==> src/core/mrs_consts.svh <==
// Purpose: constants for the reset sequencer
// Assumes: 20 MHz sys_clk
// Notes:   delay lengths are in clock cycles
`ifndef MRS_CONSTS_SVH
`define MRS_CONSTS_SVH

// ----------------------------------------
// start-up delay selection
// ----------------------------------------
`define MRS_SEL_W        4
`define MRS_DLY_W        20
// delay base in cycles per selector step (selector n gives (n+1) * base)
`define MRS_DLY_BASE     20'h00400
`define MRS_DLY_ZERO     20'h00000
`define MRS_DLY_ONE      20'h00001

// ----------------------------------------
// brown-out filter and level
// ----------------------------------------
`define MRS_BOD_MIN_NS   2000
`define MRS_CLK_NS       50
// minimum persistence rounds up to whole cycles
`define MRS_BOD_MIN_CYC  ((`MRS_BOD_MIN_NS + `MRS_CLK_NS - 1) / `MRS_CLK_NS)
`define MRS_BOD_CNT_W    8
`define MRS_LVL_W        3
`define MRS_LVL_OFF      3'h7
`define MRS_LVL_W2       8
`define MRS_HYST_HALF    8'h04
`define MRS_LVL_STEP     8'h10

// ----------------------------------------
// reset vector and port initial value
// ----------------------------------------
`define MRS_VEC_W        12
`define MRS_RESET_VEC    12'h000
`define MRS_PORT_W       4
`define MRS_PORT_INIT    4'h0

`endif

==> src/core/mrs_pkg.sv <==
// Purpose: shared types for the reset sequencer
// Assumes: nothing
// Notes:   constants live in mrs_consts.svh
package mrs_pkg;
  typedef enum logic [1:0] {
    MRS_HOLD,
    MRS_STRETCH,
    MRS_RUN
  } mrs_state_t;
endpackage

==> src/core/mrs_brownout_filter.sv <==
// Purpose: persistence filter and level compare for the brown-out detector
// Assumes: supplyCode is a synchronous digitised supply sample
// Notes:   hysteresis is applied around the fuse-chosen trigger level
`include "mrs_consts.svh"
`timescale 1ns/10ps
`default_nettype none
module mrs_brownout_filter
  import mrs_pkg::*;
(
  // clock and reset
  input  wire logic                        sys_clk,
  input  wire logic                        rst_n,
  // configuration
  input  wire logic [`MRS_LVL_W-1:0]       brownoutLevelFuses,
  // supply sample
  input  wire logic [`MRS_LVL_W2-1:0]      supplyCode,
  // result
  output var  logic                        brownLow
);
  localparam logic [`MRS_BOD_CNT_W-1:0] MinCyc = `MRS_BOD_CNT_W'(`MRS_BOD_MIN_CYC);

  logic                       enabled;
  logic [`MRS_LVL_W2-1:0]     trigLevel;
  logic [`MRS_LVL_W2-1:0]     upperBound;
  logic [`MRS_LVL_W2-1:0]     lowerBound;
  logic                       belowLow;
  logic                       aboveHigh;
  logic [`MRS_BOD_CNT_W-1:0]  lowCnt_r;

  // ----------------------------------------
  // level and hysteresis window
  // ----------------------------------------
  // all-ones fuse code disables the detector
  assign enabled    = (brownoutLevelFuses != `MRS_LVL_OFF);
  assign trigLevel  = `MRS_LVL_W2'({5'h00, brownoutLevelFuses} * `MRS_LVL_STEP) + `MRS_LVL_STEP;
  assign upperBound = trigLevel + `MRS_HYST_HALF;
  assign lowerBound = trigLevel - `MRS_HYST_HALF;
  assign belowLow   = enabled && (supplyCode < lowerBound);
  assign aboveHigh  = !enabled || (supplyCode > upperBound);

  // count how long the supply has stayed low; short dips are ignored
  always_ff @(posedge sys_clk) begin
    if (!rst_n) begin
      lowCnt_r <= '0;
    end else if (!belowLow) begin
      lowCnt_r <= '0;
    end else if (lowCnt_r != MinCyc) begin
      lowCnt_r <= lowCnt_r + 1'b1;
    end
  end

  // flag once the drop has persisted; clear above the upper bound or when the detector is disabled
  always_ff @(posedge sys_clk) begin
    if (!rst_n) begin
      brownLow <= 1'b0;
    end else if (belowLow && lowCnt_r == MinCyc) begin
      brownLow <= 1'b1;
    end else if (aboveHigh) begin
      brownLow <= 1'b0;
    end
  end
endmodule
`default_nettype wire

==> src/core/mrs_reset_sequencer.sv <==
// Purpose: combine reset sources and stretch the internal reset
// Assumes: sources are synchronous to sys_clk; rst_n is the test reset
// Notes:
`include "mrs_consts.svh"
`timescale 1ns/10ps
`default_nettype none
module mrs_reset_sequencer
  import mrs_pkg::*;
(
  // clock and reset
  input  wire logic                        sys_clk,
  input  wire logic                        rst_n,
  // reset sources
  input  wire logic                        powerOnLow,
  input  wire logic                        extResetPin_n,
  input  wire logic                        extResetEnable,
  input  wire logic                        watchdogExpire,
  input  wire logic                        watchdogEnable,
  input  wire logic [`MRS_LVL_W2-1:0]      supplyCode,
  // fuses
  input  wire logic [`MRS_LVL_W-1:0]       brownoutLevelFuses,
  input  wire logic [1:0]                  startupTimeFuses,
  input  wire logic [1:0]                  clockSelectFuses,
  // port data from the core
  input  wire logic [`MRS_PORT_W-1:0]      portDataIn,
  // outputs
  output var  logic                        coreReset,
  output var  logic [`MRS_PORT_W-1:0]      portOut,
  output var  logic                        fetchStart,
  output var  logic [`MRS_VEC_W-1:0]       fetchAddr,
  output var  logic [3:0]                  causeActive
);
  mrs_state_t              state_r;
  mrs_state_t              state_nxt;
  logic                    brownLow;
  logic                    wdPulse_r;
  logic                    extActive;
  logic                    anySource;
  logic [3:0]              srcVec;
  logic [`MRS_DLY_W-1:0]   dlyCnt_r;
  logic [`MRS_DLY_W-1:0]   dlyLen;
  logic [`MRS_SEL_W-1:0]   dlySel;

  // ----------------------------------------
  // brown-out detector
  // ----------------------------------------
  mrs_brownout_filter uBod (
    .sys_clk            (sys_clk),
    .rst_n              (rst_n),
    .brownoutLevelFuses (brownoutLevelFuses),
    .supplyCode         (supplyCode),
    .brownLow           (brownLow)
  );

  // ----------------------------------------
  // source gathering
  // ----------------------------------------
  // the pin counts only with its reset function on; level-sensitive, so it
  // needs no edge and holds as long as the pulse does
  assign extActive = extResetEnable && !extResetPin_n;

  // watchdog expiry becomes a single-cycle pulse, gated by its enable
  always_ff @(posedge sys_clk) begin
    if (!rst_n) begin
      wdPulse_r <= 1'b0;
    end else begin
      wdPulse_r <= watchdogEnable && watchdogExpire && !wdPulse_r && state_r == MRS_RUN;
    end
  end

  // four causes, ORed into one request
  assign srcVec    = {brownLow, wdPulse_r, extActive, powerOnLow};
  assign anySource = |srcVec;

  // ----------------------------------------
  // delay length from fuses
  // ----------------------------------------
  assign dlySel = {startupTimeFuses, clockSelectFuses};
  assign dlyLen = `MRS_DLY_W'((`MRS_DLY_W'(dlySel) + `MRS_DLY_ONE) * `MRS_DLY_BASE);

  // ----------------------------------------
  // sequencing state machine
  // ----------------------------------------
  always_comb begin
    state_nxt = state_r;
    case (state_r)
      MRS_HOLD: begin
        if (!anySource) begin
          state_nxt = MRS_STRETCH;
        end
      end
      MRS_STRETCH: begin
        if (anySource) begin
          state_nxt = MRS_HOLD;
        end else if (dlyCnt_r == `MRS_DLY_ONE) begin
          state_nxt = MRS_RUN;
        end
      end
      MRS_RUN: begin
        if (anySource) begin
          state_nxt = MRS_HOLD;
        end
      end
      default: begin
        state_nxt = MRS_HOLD;
      end
    endcase
  end

  always_ff @(posedge sys_clk) begin
    if (!rst_n) begin
      state_r <= MRS_HOLD;
    end else begin
      state_r <= state_nxt;
    end
  end

  // delay counter loads on release and restarts on any reassertion
  always_ff @(posedge sys_clk) begin
    if (!rst_n) begin
      dlyCnt_r <= `MRS_DLY_ZERO;
    end else if (anySource || state_r == MRS_HOLD) begin
      dlyCnt_r <= dlyLen;
    end else if (state_r == MRS_STRETCH && dlyCnt_r != `MRS_DLY_ZERO) begin
      dlyCnt_r <= dlyCnt_r - `MRS_DLY_ONE;
    end
  end

  // ----------------------------------------
  // outputs
  // ----------------------------------------
  // reset is held in every state but run, and asserted on the clock edge after a
  // source is seen, the same edge on which the state returns to hold
  always_ff @(posedge sys_clk) begin
    if (!rst_n) begin
      coreReset <= 1'b1;
    end else begin
      coreReset <= anySource || state_nxt != MRS_RUN;
    end
  end

  // ports forced to initial state whenever reset is active; the core's data
  // flows only while running
  always_ff @(posedge sys_clk) begin
    if (!rst_n) begin
      portOut <= `MRS_PORT_INIT;
    end else if (anySource || state_nxt != MRS_RUN) begin
      portOut <= `MRS_PORT_INIT;
    end else begin
      portOut <= portDataIn;
    end
  end

  // single pulse on entry to run; fetch starts from the reset vector,
  // where software is expected to place a relative jump
  always_ff @(posedge sys_clk) begin
    if (!rst_n) begin
      fetchStart <= 1'b0;
      fetchAddr  <= `MRS_RESET_VEC;
    end else begin
      fetchStart <= (state_r == MRS_STRETCH) && (state_nxt == MRS_RUN);
      fetchAddr  <= `MRS_RESET_VEC;
    end
  end

  // live view of which causes are asserted
  always_ff @(posedge sys_clk) begin
    if (!rst_n) begin
      causeActive <= 4'h0;
    end else begin
      causeActive <= srcVec;
    end
  end
endmodule
`default_nettype wire

==> config.mk <==
export PLATFORM = sky130hd
export DESIGN_NAME = mrs_reset_sequencer
export DESIGN_NICKNAME = d
export VERILOG_FILES = /design/src/core/mrs_pkg.sv /design/src/core/mrs_brownout_filter.sv /design/src/core/mrs_reset_sequencer.sv
export VERILOG_INCLUDE_DIRS = /design/src /design/src/core
export SDC_FILE = /design/constraint.sdc
export NUM_CORES = 1
export LEC_CHECK = 0
export ABC_AREA = 1
export BUFFER_PORTS_ARGS = -buffer_cell sky130_fd_sc_hd__buf_2
export CORE_ASPECT_RATIO = 0.8
export CORE_MARGIN = 5
export CORE_UTILIZATION = 34
export DETAILED_ROUTE_END_ITERATION = 8
export SETUP_SLACK_MARGIN = 0.05
export SLEW_MARGIN = 20
export SYNTH_ARGS = -nofsm -noshare
export SYNTH_HDL_FRONTEND = slang
export SYNTH_SLANG_ARGS = --single-unit
==> constraint.sdc <==
create_clock -name sys_clk -period 2.6 [get_ports sys_clk]
set_clock_uncertainty 0.15 [all_clocks]
set_input_delay 0.52 -clock sys_clk [delete_from_list [all_inputs] [get_ports sys_clk]]
set_output_delay 0.52 -clock sys_clk [all_outputs]
set_load 0.01 [all_outputs]
* Yosys cells after proc, flatten, opt, wreduce, memory -nomap -nowiden *
Cells that the tools add are included.

storage, ports and cells
  flip-flop bits (word level) = 42
  bits of input ports = 26
  output and inout port bits = 22
  word-level logic and storage cells = 58

operators by class
  add/sub/neg operators = 6
  order comparisons = 2
  eq/ne operators = 8
  muxes and demuxes = 9
  bitwise operators = 1
  reduce and logical (&&, ||, !) cells = 22

operator list
  operator                                                                number
  20-bit two-way mux                                                      2
  20-bit by 1-bit equality test with 1-bit output, second input constant  1
  20-bit nonzero test                                                     1
  20-bit by 1-bit subtractor with 20-bit output, second input constant    1
  7-bit by 5-bit adder with 8-bit output, second input constant           1
  8-bit by 1-bit adder with 8-bit output, second input constant           1
  8-bit by 3-bit adder with 8-bit output, second input constant           1
  8-bit by 6-bit equality test with 1-bit output, second input constant   1
  8-bit > comparator                                                      1
  1-bit logical AND                                                       8
  8-bit < comparator                                                      1
  2-bit two-way mux                                                       4
  8-bit by 6-bit != test with 1-bit output, second input constant         1
  8-bit by 3-bit subtractor with 8-bit output, second input constant      1
  2-bit one-hot mux with 3 select lines                                   1
  4-bit by 1-bit adder with 5-bit output, second input constant           1
  2-bit equality test, second input constant                              2
  2-bit nonzero test                                                      2
  2-bit OR reduction                                                      2
  4-bit OR reduction                                                      1
  1-bit zero test                                                         3
  1-bit logical OR                                                        3
  3-bit != test, second input constant                                    1
  2-bit by 1-bit equality test with 1-bit output, second input constant   1
  other kinds (5)                                                         6

* Longest topological paths before layout *
Gate-level depths: netlist (run 1).

  word-level depth = 8
  depth in mapped cells = 13
  gate-level depth less buffers = 13

* Hierarchy *
A second synthesis (run 1) with hierarchy kept.

unflattened totals
  cells, all modules = 383
  area, all modules = 2,692.6 sq um

modules (own cells, without submodules)
  module               instances  cells each  area each (sq um)  seq. area each (sq um)
  mrs_reset_sequencer  1          268         1,918.1            660.6
  mrs_brownout_filter  1          115         774.5              180.2

* Worst setup path before layout (run 1) *
Ideal clock, no wire load.

  path type = input -> register
  start = in brownoutLevelFuses[0]
  end = reg uBod.lowCnt_r[1]
  library setup time = 0.074 ns
  arrival time = 2.426 ns
  data required time = 2.376 ns
  setup slack = -0.051 ns
  stages = 11
  buffers on the path = 0
  cells stage by stage = ha_1 ha_1 inv_1 nand3_1 xnor2_1 ha_1 nand2_1 o21bai_1 nand4_1 or2_2 o21ai_0

on the way
  longest elaborated chain between the ends = 5
  elaborated cells on any way between the ends = 6
  classes of those cells = add/sub (2); order compare (1); eq/ne (1); reduce/logical (2)

RTL lines
  what                                                   line                       source
  from (decl)                                            mrs_reset_sequencer.sv:21  input wire logic [`MRS_LVL_W-1:0] brownoutLevelFuses,
  7-bit by 5-bit adder with 8-bit output (no line)       n/a
  8-bit by 3-bit subtractor with 8-bit output (no line)  n/a
  8-bit < comparator                                     mrs_brownout_filter.sv:38  assign belowLow = enabled && (supplyCode < lowerBound);
  1-bit logical AND (*)                                  mrs_brownout_filter.sv:38
  2-bit AND reduction (no line) (*)                      n/a
  to (signal assigned)                                   mrs_brownout_filter.sv:48  lowCnt_r <= lowCnt_r + 1'b1;
  to (decl)                                              mrs_brownout_filter.sv:28  logic [`MRS_BOD_CNT_W-1:0] lowCnt_r;

Mark *: on every way between the ends. The rest lies on a longest branch, timed or not.
A chain may end at the register's enable or synchronous reset.

* Worst setup path in the final report (run 1) *
  start = in brownoutLevelFuses[0]
  end = reg uBod.lowCnt_r[0]

The elaborated chain is that of the path after synthesis.

==> results of run 1 <==
## sequential cells by signal, indices dropped and copies added, names as in the netlist
| signal | flops |
|---|---|
| causeActive | 4 |
| dlyCnt_r | 20 |
| uBod.brownLow | 1 |
| wdPulse_r | 1 |
| portOut | 4 |
| coreReset | 1 |
| state_r | 2 |
| uBod.lowCnt_r | 8 |
| fetchStart | 1 |
## metrics by stage
stage | std cells | setup WS, ns | hold WS [ns]
3_3_place_gp | 486 | -0.00964 | 0.266
4_1_cts | 493 | 0.232 | 0.269
5_1_grt | 493 | 0.0815 | 0.281
6_report | 493 | 0.237 | 0.277
3_5_place_dp | 486 | -0.0754 | 0.274
2_1_floorplan | 371 | 0.0543 | 0.257
## final cells by class
type | count | area [um2] | share of cell area, %
Clock buffer | 5 | 68.8 | 2.42
Clock inverter | 2 | 10.0 | 0.351
Inverter | 47 | 180 | 6.32
Multi-Input combinational cell | 267 | 1420 | 50.0
Sequential cell | 42 | 841 | 29.5
Tap cell | 90 | 113 | 3.95
Timing Repair Buffer | 40 | 213 | 7.47
## power groups by stage
stage | clock [W] | sequential, W | combinational, W
after detailed placement | 0 | 0.000683 | 0.000233
after floorplan | 0 | 0.000680 | 0.000182
after global routing | 0.000442 | 0.000670 | 0.000267
after CTS | 0.000414 | 0.000668 | 0.000234
after global placement | 0 | 0.000683 | 0.000230
final | 0.000400 | 0.000668 | 0.000232
## worst reg2reg max path, cell delays in order (launching register included)
cell and delay (ns):
dfxtp_1 0.37, inv_1 0.17, ha_1 0.23, inv_1 0.11, nor3_2 0.42, nand3_1 0.12
nand3_1 0.12, nand3_1 0.07, nor2b_1 0.12
## layer usage
metal  GRT usage, %  routed length [um]  vias up
met3           3.04                 272        9
met2           17.0                2190       44
met5              0                   0        -
met4           3.76                  67        0
met1           17.1                2700      957
li1               -                   -     1191
## path summary, 6_finish.rpt
path,startpoint,end,cells past startpoint
worst max-delay path,brownoutLevelFuses[0],uBod.lowCnt_r[0],13
worst min-delay path,powerOnLow,causeActive[0],3
worst max register to register,dlyCnt_r[0],dlyCnt_r[12],8
worst min register to register,wdPulse_r,causeActive[2],2
## cell families (layout without fill, tap and decap cells)
group	count (synthesis)	after routing	synth area share, %
AOI/OAI and AO/OA	25	25	5.87
xor gates and xnor gates	16	16	5.57
adders and majority gates	16	16	7.96
buffers and inverters	62	94	11.8
DFF	42	42	33.4
other	1	12	0.149
and+or+nand+nor	198	198	35.2
## cell usage after synthesis
cell	number
nor3_2	1
a21oi_1	11
nand2_4	1
o21ai_1	3
nand4_1	8
conb_1	1
nor2b_1	1
buf_4	12
nor2_4	2
inv_1	45
xor2_1	8
or2_2	2
nor4_1	1
nor2_2	2
nand3_2	2
inv_4	1
dfxtp_1	42
nand3_1	25
nand2_2	5
nand2_1	71
o211ai_1	2
nor2_1	69
nor3b_1	3
clkinv_2	1
a21oi_4	1
o21bai_1	1
buf_6	2
ha_1	16
xnor2_1	8
nand3b_1	2
nor3_1	3
a21oi_2	1
o21ai_0	6
clkbuf_2	1
==> run_results.csv, run 1 <==
group,metric,value,unit
route,postRouteAntennaNets,0,
route,drc,0,
placement,place_hpwl,4290,um
worst_setup_path,end_kind,"flop",
logic_synthesis,syn_area,2520,um2
global_routing,antenna_found_initial,0,
layout,final_cell_mix,"nand2_1 (71), nor2_1 (69), inv_1 (45)",
layout,syn2layout_area_growth,13.2,%
clock_tree,cts.sinks,42,
logic_synthesis,synth_area_leaders,"dfxtp_1 (33%), nand2_1 (11%), nor2_1 (10%)",
global_routing,grt_pass1_vias,2037,
route,viasPerCell,4.46,
worst_setup_path,slowest_delay,0.31,ns
job,cap_violations,0,
floorplan,ioPinCount,48,
outcome,run_status,"completed",
floorplan,die_area,9230,um2
clock_tree,cts_hold_buf,0,
placement,postPlaceCellArea,2770,um2
worst_setup_path,cp.arrival,2.43,ns
route,routed_wl,5230,um
global_routing,grt_max_degree,18,
layout,layout-drive-gt1-share,16.6,%
sta,finalHoldViolations,0,
global_routing,grt_pass1_wl,8980,um
logic_synthesis,yosysTopAreaCellShare,33.4,%
route,drtPass1Iterations,4,
logic_synthesis,ys_types,34,
sta,setup_viol,0,
worst_setup_path,cp-start-kind,"input pin",
floorplan,dieHeight,86.9,um
layout,num-fill-cells,774,
power_and_ir_drop,power,0.00130,W
power_and_ir_drop,power_density,456,nW/um2
worst_setup_path,rrSetupSlack,0.60,ns
sta,post-route-period-util,90.9,%
floorplan,fp-row-count,28,
floorplan,core_area,7290,um2
power_and_ir_drop,p_seq_share,51.4,%
sta,fin_tns_setup,0,ns
power_and_ir_drop,power.leakage,1.43,nW
logic_synthesis,synth_seq_cells,42,
layout,stdcell_area,2850,um2
power_and_ir_drop,clkPwrFrac,30.7,%
power_and_ir_drop,ir_drop,0.200,mV
clock_tree,htreeDepth,2,
clock_tree,cts_resized,0,
logic_synthesis,yosys_warnings,0,
logic_synthesis,yosysSeqAreaShare,33.4,%
worst_hold_path,holdCritPathClass,"in2reg",
sta,rsz0062_at_grt,"no",
sta,timing.fmax,423,MHz
worst_setup_path,cp_max_fo,3,
clock_tree,clk_path_buf_depth,2,
layout,diodes,0,
clock_tree,clockRootBuffer,"clkbuf_8",
layout,layout_commonest_cell,"nand2_1",
route,drt-initial-drc-count,65,
layout,nets,445,
placement,port_buffers,35,
power_and_ir_drop,swShare,28.5,%
route,routedWlPerCell,10.6,um
placement,gp_congestion,0.820,
worst_setup_path,cp.required,2.67,ns
clock_tree,post-cts-setup-buffer-count,0,
clock_tree,clkLatencyLatePin,0.29,ns
logic_synthesis,yosysTopAreaCell,"dfxtp_1",
sta,period_minus_slack,2.36,ns
clock_tree,cts.clk_slew.worst_paths,0.07,ns
power_and_ir_drop,p_comb_share,17.8,%
sta,maxSlewViolCount,0,
worst_setup_path,crit_buf_inv,2,
worst_setup_path,worstSetupPathType,"in2reg",
power_and_ir_drop,cellInternalPower,0.000929,W
worst_setup_path,cpMaxStageDelayCell,"ha_1",
floorplan,initial_core_util,34.5,%
logic_synthesis,syn_inst,360,
floorplan,die_w,106,um
logic_synthesis,syn_area_per_cell,6.99,um2
route,vias,2201,
clock_tree,cts_tree,"done",
worst_setup_path,path_delay_family,"adder cells",
worst_setup_path,cp_cell_sequence,"buf_2, ha_2, ha_1, inv_1, nand3_1, xnor2_1, ha_1, nand2_1, nor2_1, nand3_1, nand4_1, or2_4, o21ai_1",
layout,fin_util,39.1,%
global_routing,grt_usage,11.8,%
global_routing,grt_overflow,0,
clock_tree,cts_made_buffers,5,
power_and_ir_drop,p_switching,0.000371,W
No activity file was read; power rests on OpenSTA's default activity.
==> inputs of run 2 (changes only) <==
clock period = 2.3 ns   (was 2.6 ns; I/O delays follow)
==> run_results.csv, run 2 (same netlist as run 1, synthesis figures left out) <==
group,metric,value,unit
worst_hold_path,holdCritPathClass,"in2reg",
worst_setup_path,path_delay_family,"adder cells",
clock_tree,htreeDepth,2,
power_and_ir_drop,p_seq_share,49.3,%
power_and_ir_drop,p_switching,0.000430,W
sta,period_minus_slack,2.18,ns
clock_tree,cts.clk_slew.worst_paths,0.08,ns
worst_setup_path,r2r-start,"dlyCnt_r[0]",
clock_tree,cts.sinks,42,
worst_setup_path,cp_common_cell,"ha_4",
layout,final_cell_mix,"nand2_1 (70), nor2_1 (68), inv_1 (44)",
clock_tree,cts_resized,0,
power_and_ir_drop,cellInternalPower,0.00110,W
global_routing,grt_util_met2,17.9,%
route,drt-initial-drc-count,63,
route,postRouteAntennaNets,0,
sta,finalHoldViolations,0,
worst_setup_path,cp_cell_sequence,"buf_8, ha_4, ha_4, inv_2, nand3_2, xnor2_2, ha_1, nand2_2, o21bai_1, nand4_1, or2_4, o21ai_2",
floorplan,ioPinCount,48,
route,routedWlPerCell,10.8,um
floorplan,initial_core_util,34.5,%
worst_setup_path,end_kind,"flop",
clock_tree,clockRootBuffer,"clkbuf_8",
global_routing,grt_pass1_wl,9050,um
placement,port_buffers,35,
sta,setup_viol,0,
global_routing,gr-usage-met1,17.0,%
placement,dp_slack,-0.203,ns
global_routing,antenna_found_initial,0,
placement,postPlaceCellArea,2810,um2
layout,layout_commonest_cell,"nand2_1",
worst_setup_path,cp_max_fo,3,
floorplan,fp-row-count,28,
route,drtPass1Iterations,5,
route,vias,2208,
layout,regMostFlops,"dlyCnt_r",
worst_hold_path,worstHoldStart,"powerOnLow",
global_routing,grt_busiest_layer,"met2",
sta,setup_slack,0.119,ns
floorplan,die_w,106,um
route,drc,0,
clock_tree,post-cts-setup-buffer-count,0,
worst_setup_path,cp.required,2.38,ns
worst_setup_path,cp_num_cells,12,
power_and_ir_drop,ir_drop,0.241,mV
worst_setup_path,crit_buf_inv,2,
clock_tree,clkLatencyLatePin,0.30,ns
clock_tree,clk_path_buf_depth,2,
layout,num-fill-cells,770,
worst_setup_path,slowest_delay,0.30,ns
placement,gp_congestion,0.839,
layout,stdcell_area,2940,um2
global_routing,grt_max_degree,18,
power_and_ir_drop,p_comb_share,18.6,%
power_and_ir_drop,power_density,521,nW/um2
job,cap_violations,0,
layout,largest_reg_flops,20,
placement,dp.cells,487,
floorplan,die_area,9230,um2
clock_tree,cts_hold_buf,0,
layout,layout-drive-gt1-share,19.0,%
worst_setup_path,cpMaxStageDelayCell,"ha_1",
global_routing,grt_overflow,0,
global_routing,use_met3,3.26,%
layout,top_regs,"dlyCnt_r x20, uBod.lowCnt_r x8",
power_and_ir_drop,power.leakage,1.46,nW
worst_setup_path,r2r_cells,8,
floorplan,core_area,7290,um2
worst_setup_path,endpoint,"uBod.lowCnt_r[1]",
floorplan,dieHeight,86.9,um
clock_tree,cts_made_buffers,5,
worst_setup_path,worstSetupPathType,"in2reg",
power_and_ir_drop,clkPwrFrac,32.1,%
sta,timing.fmax,459,MHz
sta,maxSlewViolCount,0,
layout,diodes,0,
layout,syn2layout_area_growth,16.8,%
placement,place_hpwl,4270,um
worst_setup_path,r2r-end,"dlyCnt_r[12]",
sta,hold_ws,0.208,ns
global_routing,grt_pass1_vias,2042,
route,routed_wl,5370,um
worst_setup_path,rrSetupSlack,0.31,ns
layout,nets,446,
layout,instances_no_fill,495,
worst_setup_path,cp.arrival,2.26,ns
clock_tree,cts_tree,"done",
power_and_ir_drop,swShare,28.1,%
sta,rsz0062_at_grt,"yes",
sta,post-route-period-util,94.8,%
route,viasPerCell,4.46,
worst_setup_path,cp-start-kind,"input pin",
global_routing,grt_usage,11.9,%
worst_setup_path,startpoint,"brownoutLevelFuses[1]",
outcome,run_status,"completed",
[run 2: layout make-up]
class / count / area (um2) / share of cell area (%)
multi-input cells: 267 / 1480 / 50.3
flip-flops and latches: 42 / 841 / 28.6
repair buffers: 41 / 236 / 8.05
inverters: 47 / 180 / 6.13
well taps: 90 / 113 / 3.83
clock buffers: 7 / 86.3 / 2.94
clock inverters: 1 / 5.00 / 0.170
[run 2: worst register-to-register path: stages, from the launching register on]
cell     delay (ns)
dfxtp_1        0.38
inv_1          0.17
ha_1           0.23
inv_1          0.11
nor3_2         0.42
nand3_1        0.12
nand3_1        0.12
nand3_1        0.07
nor2b_1        0.13
[run 2: metal layers]
metal,vias up,routed length (um)
met2,47,2210
li1,1190,-
met5,-,0
met3,5,292
met1,966,2830
met4,0,40
[run 2: worst min path at each step]
stage	endpoint	cells past startpoint
6_report	causeActive[0]	3
5_1_grt	causeActive[0]	3
4_1_cts	causeActive[0]	3
3_5_place_dp	causeActive[2]	2
3_3_place_gp	causeActive[2]	2
2_1_floorplan	causeActive[2]	2
[run 2: through the flow]
step / setup TNS, ns / power, W / util [%]
floorplan: -0.106 / 0.000980 / -
global placement: -0.741 / 0.00104 / 38.5
detailed placement: -1.25 / 0.00105 / 38.5
CTS: 0 / 0.00154 / 39.7
global route: -0.00632 / 0.00162 / 40.3
finish: 0 / 0.00153 / 40.3
[run 2: power by group through the flow]
| stage | combinational [W] | sequential [W] | clock [W] |
|---|---|---|---|
| after detailed placement | 0.000274 | 0.000772 | 0 |
| final | 0.000285 | 0.000755 | 0.000492 |
| after global placement | 0.000269 | 0.000772 | 0 |
| after CTS | 0.000275 | 0.000754 | 0.000507 |
| after floorplan | 0.000211 | 0.000769 | 0 |
| after global routing | 0.000328 | 0.000756 | 0.000536 |
==> inputs of run 3 (changes only) <==
PLACE_DENSITY_LB_ADDON = 0.12   (was unset)
SLEW_MARGIN = unset   (was 20)
==> run_results.csv, run 3 (same netlist as run 1, synthesis figures left out) <==
group,metric,value,unit
placement,gp_congestion,0.810,
worst_setup_path,cp_max_fo,3,
layout,syn2layout_area_growth,16.8,%
route,routed_wl,5460,um
layout,top_regs,"dlyCnt_r x20, uBod.lowCnt_r x8",
sta,post-route-period-util,96.7,%
sta,setup_slack,0.0750,ns
global_routing,antenna_found_initial,0,
floorplan,fp-row-count,28,
power_and_ir_drop,power.leakage,1.46,nW
global_routing,grt_max_degree,18,
worst_setup_path,cp.arrival,2.30,ns
floorplan,die_area,9230,um2
floorplan,core_area,7290,um2
placement,dp_slack,-0.220,ns
route,drc,0,
clock_tree,clockRootBuffer,"clkbuf_8",
sta,rsz0062_at_grt,"yes",
clock_tree,clk_path_buf_depth,2,
route,drtPass1Iterations,4,
power_and_ir_drop,ir_drop,0.217,mV
sta,maxSlewViolCount,0,
layout,layout_commonest_cell,"nand2_1",
floorplan,initial_core_util,34.5,%
clock_tree,cts.sinks,42,
floorplan,ioPinCount,48,
route,drt-initial-drc-count,78,
global_routing,grt_pass1_vias,2009,
layout,nets,448,
layout,regMostFlops,"dlyCnt_r",
floorplan,die_w,106,um
clock_tree,cts_hold_buf,0,
clock_tree,cts_made_buffers,5,
route,routedWlPerCell,11.0,um
floorplan,dieHeight,86.9,um
job,cap_violations,0,
sta,period_minus_slack,2.23,ns
route,postRouteAntennaNets,0,
worst_setup_path,cp.required,2.37,ns
sta,timing.fmax,449,MHz
clock_tree,cts_tree,"done",
global_routing,grt_overflow,0,
layout,layout-drive-gt1-share,18.9,%
clock_tree,clkLatencyLatePin,0.30,ns
route,vias,2193,
layout,largest_reg_flops,20,
layout,diodes,0,
power_and_ir_drop,power_density,517,nW/um2
sta,hold_ws,0.220,ns
outcome,run_status,"completed",
worst_setup_path,cp-start-kind,"input pin",
placement,port_buffers,35,
sta,finalHoldViolations,0,
clock_tree,cts.clk_slew.worst_paths,0.08,ns
route,viasPerCell,4.41,
clock_tree,htreeDepth,2,
worst_setup_path,end_kind,"flop",
global_routing,grt_usage,12.0,%
sta,setup_viol,0,
layout,final_cell_mix,"nand2_1 (70), nor2_1 (68), inv_1 (44)",
placement,place_hpwl,4350,um
global_routing,grt_pass1_wl,8990,um
worst_setup_path,worstSetupPathType,"in2reg",
worst_hold_path,holdCritPathClass,"in2reg",
-- run 3: cell types whose count changed in the layout (fill, tap and decap cells not counted) --
cell      before  now
nor3b_2        1    0
buf_6          1    2
o21ai_1        3    4
o21ai_2        2    1
buf_8          1    0
clkinv_4       0    1
inv_2          1    0
buf_4          6    8
inv_4          1    2
clkbuf_8       6    5
nor3b_1        2    3
-- run 3: power breakdown --
part           switching, W  internal (W)  total, W
combinational      0.000166      0.000120  0.000285
sequential        0.0000142      0.000740  0.000755
clock              0.000264      0.000215  0.000479
total              0.000444       0.00107   0.00152
-- run 3: timing repair --
item | 4_1_cts | 5_1_grt
resized for setup | 0 | 8
setup buffers | 0 | 1
endpoints found under the setup margin | 0 | 9
-- run 3: final cells by class --
cell class              count  area [um2]
fillers                   773        4350
well taps                  90         113
multi-input cells         267        1470
flip-flops and latches     42         841
clock buffers               6        72.6
repair buffers             43         248
clock inverters             2        13.8
inverters                  47         183
-- run 3: metal layers --
metal | global-route usage [%] | wire length, um | vias up
li1 | - | - | 1198
met1 | 16.1 | 2700 | 955
met2 | 18.7 | 2490 | 36
met3 | 3.11 | 224 | 4
met4 | 4.24 | 44 | 0
met5 | 0 | 0 | -
-- run 3: worst paths after layout --
path / startpoint / to / slack (ns) / cells after the start
worst max-delay path: brownoutLevelFuses[1] / uBod.lowCnt_r[1] / 0.07 / 13
worst min-delay path: portDataIn[0] / portOut[0] / 0.22 / 3
worst max register to register: dlyCnt_r[0] / dlyCnt_r[12] / 0.37 / 8
worst min register to register: wdPulse_r / causeActive[2] / 0.28 / 2
-- run 3: metrics by stage --
step                      utilization [%]  TNS (ns)  area [um2]  cells  total power [W]
after CTS                            39.8         0        2900    496          0.00153
after detailed placement             38.6     -1.47        2810    488          0.00105
after floorplan                         -    -0.106        2590    371         0.000980
after global routing                 40.3   -0.0655        2940    497          0.00161
final                                40.3         0        2940    497          0.00152
after global placement               38.6    -0.873        2810    488          0.00105
-- run 3: critical path: stages --
cell and delay, ns:
buf_6 0.10, ha_4 0.16, ha_4 0.22, inv_4 0.05, nand3_2 0.07, xnor2_2 0.13
ha_1 0.31, nand2_2 0.09, nor2_2 0.04, nand3_1 0.08, nand4_1 0.16, or2_4 0.30
o21ai_2 0.13
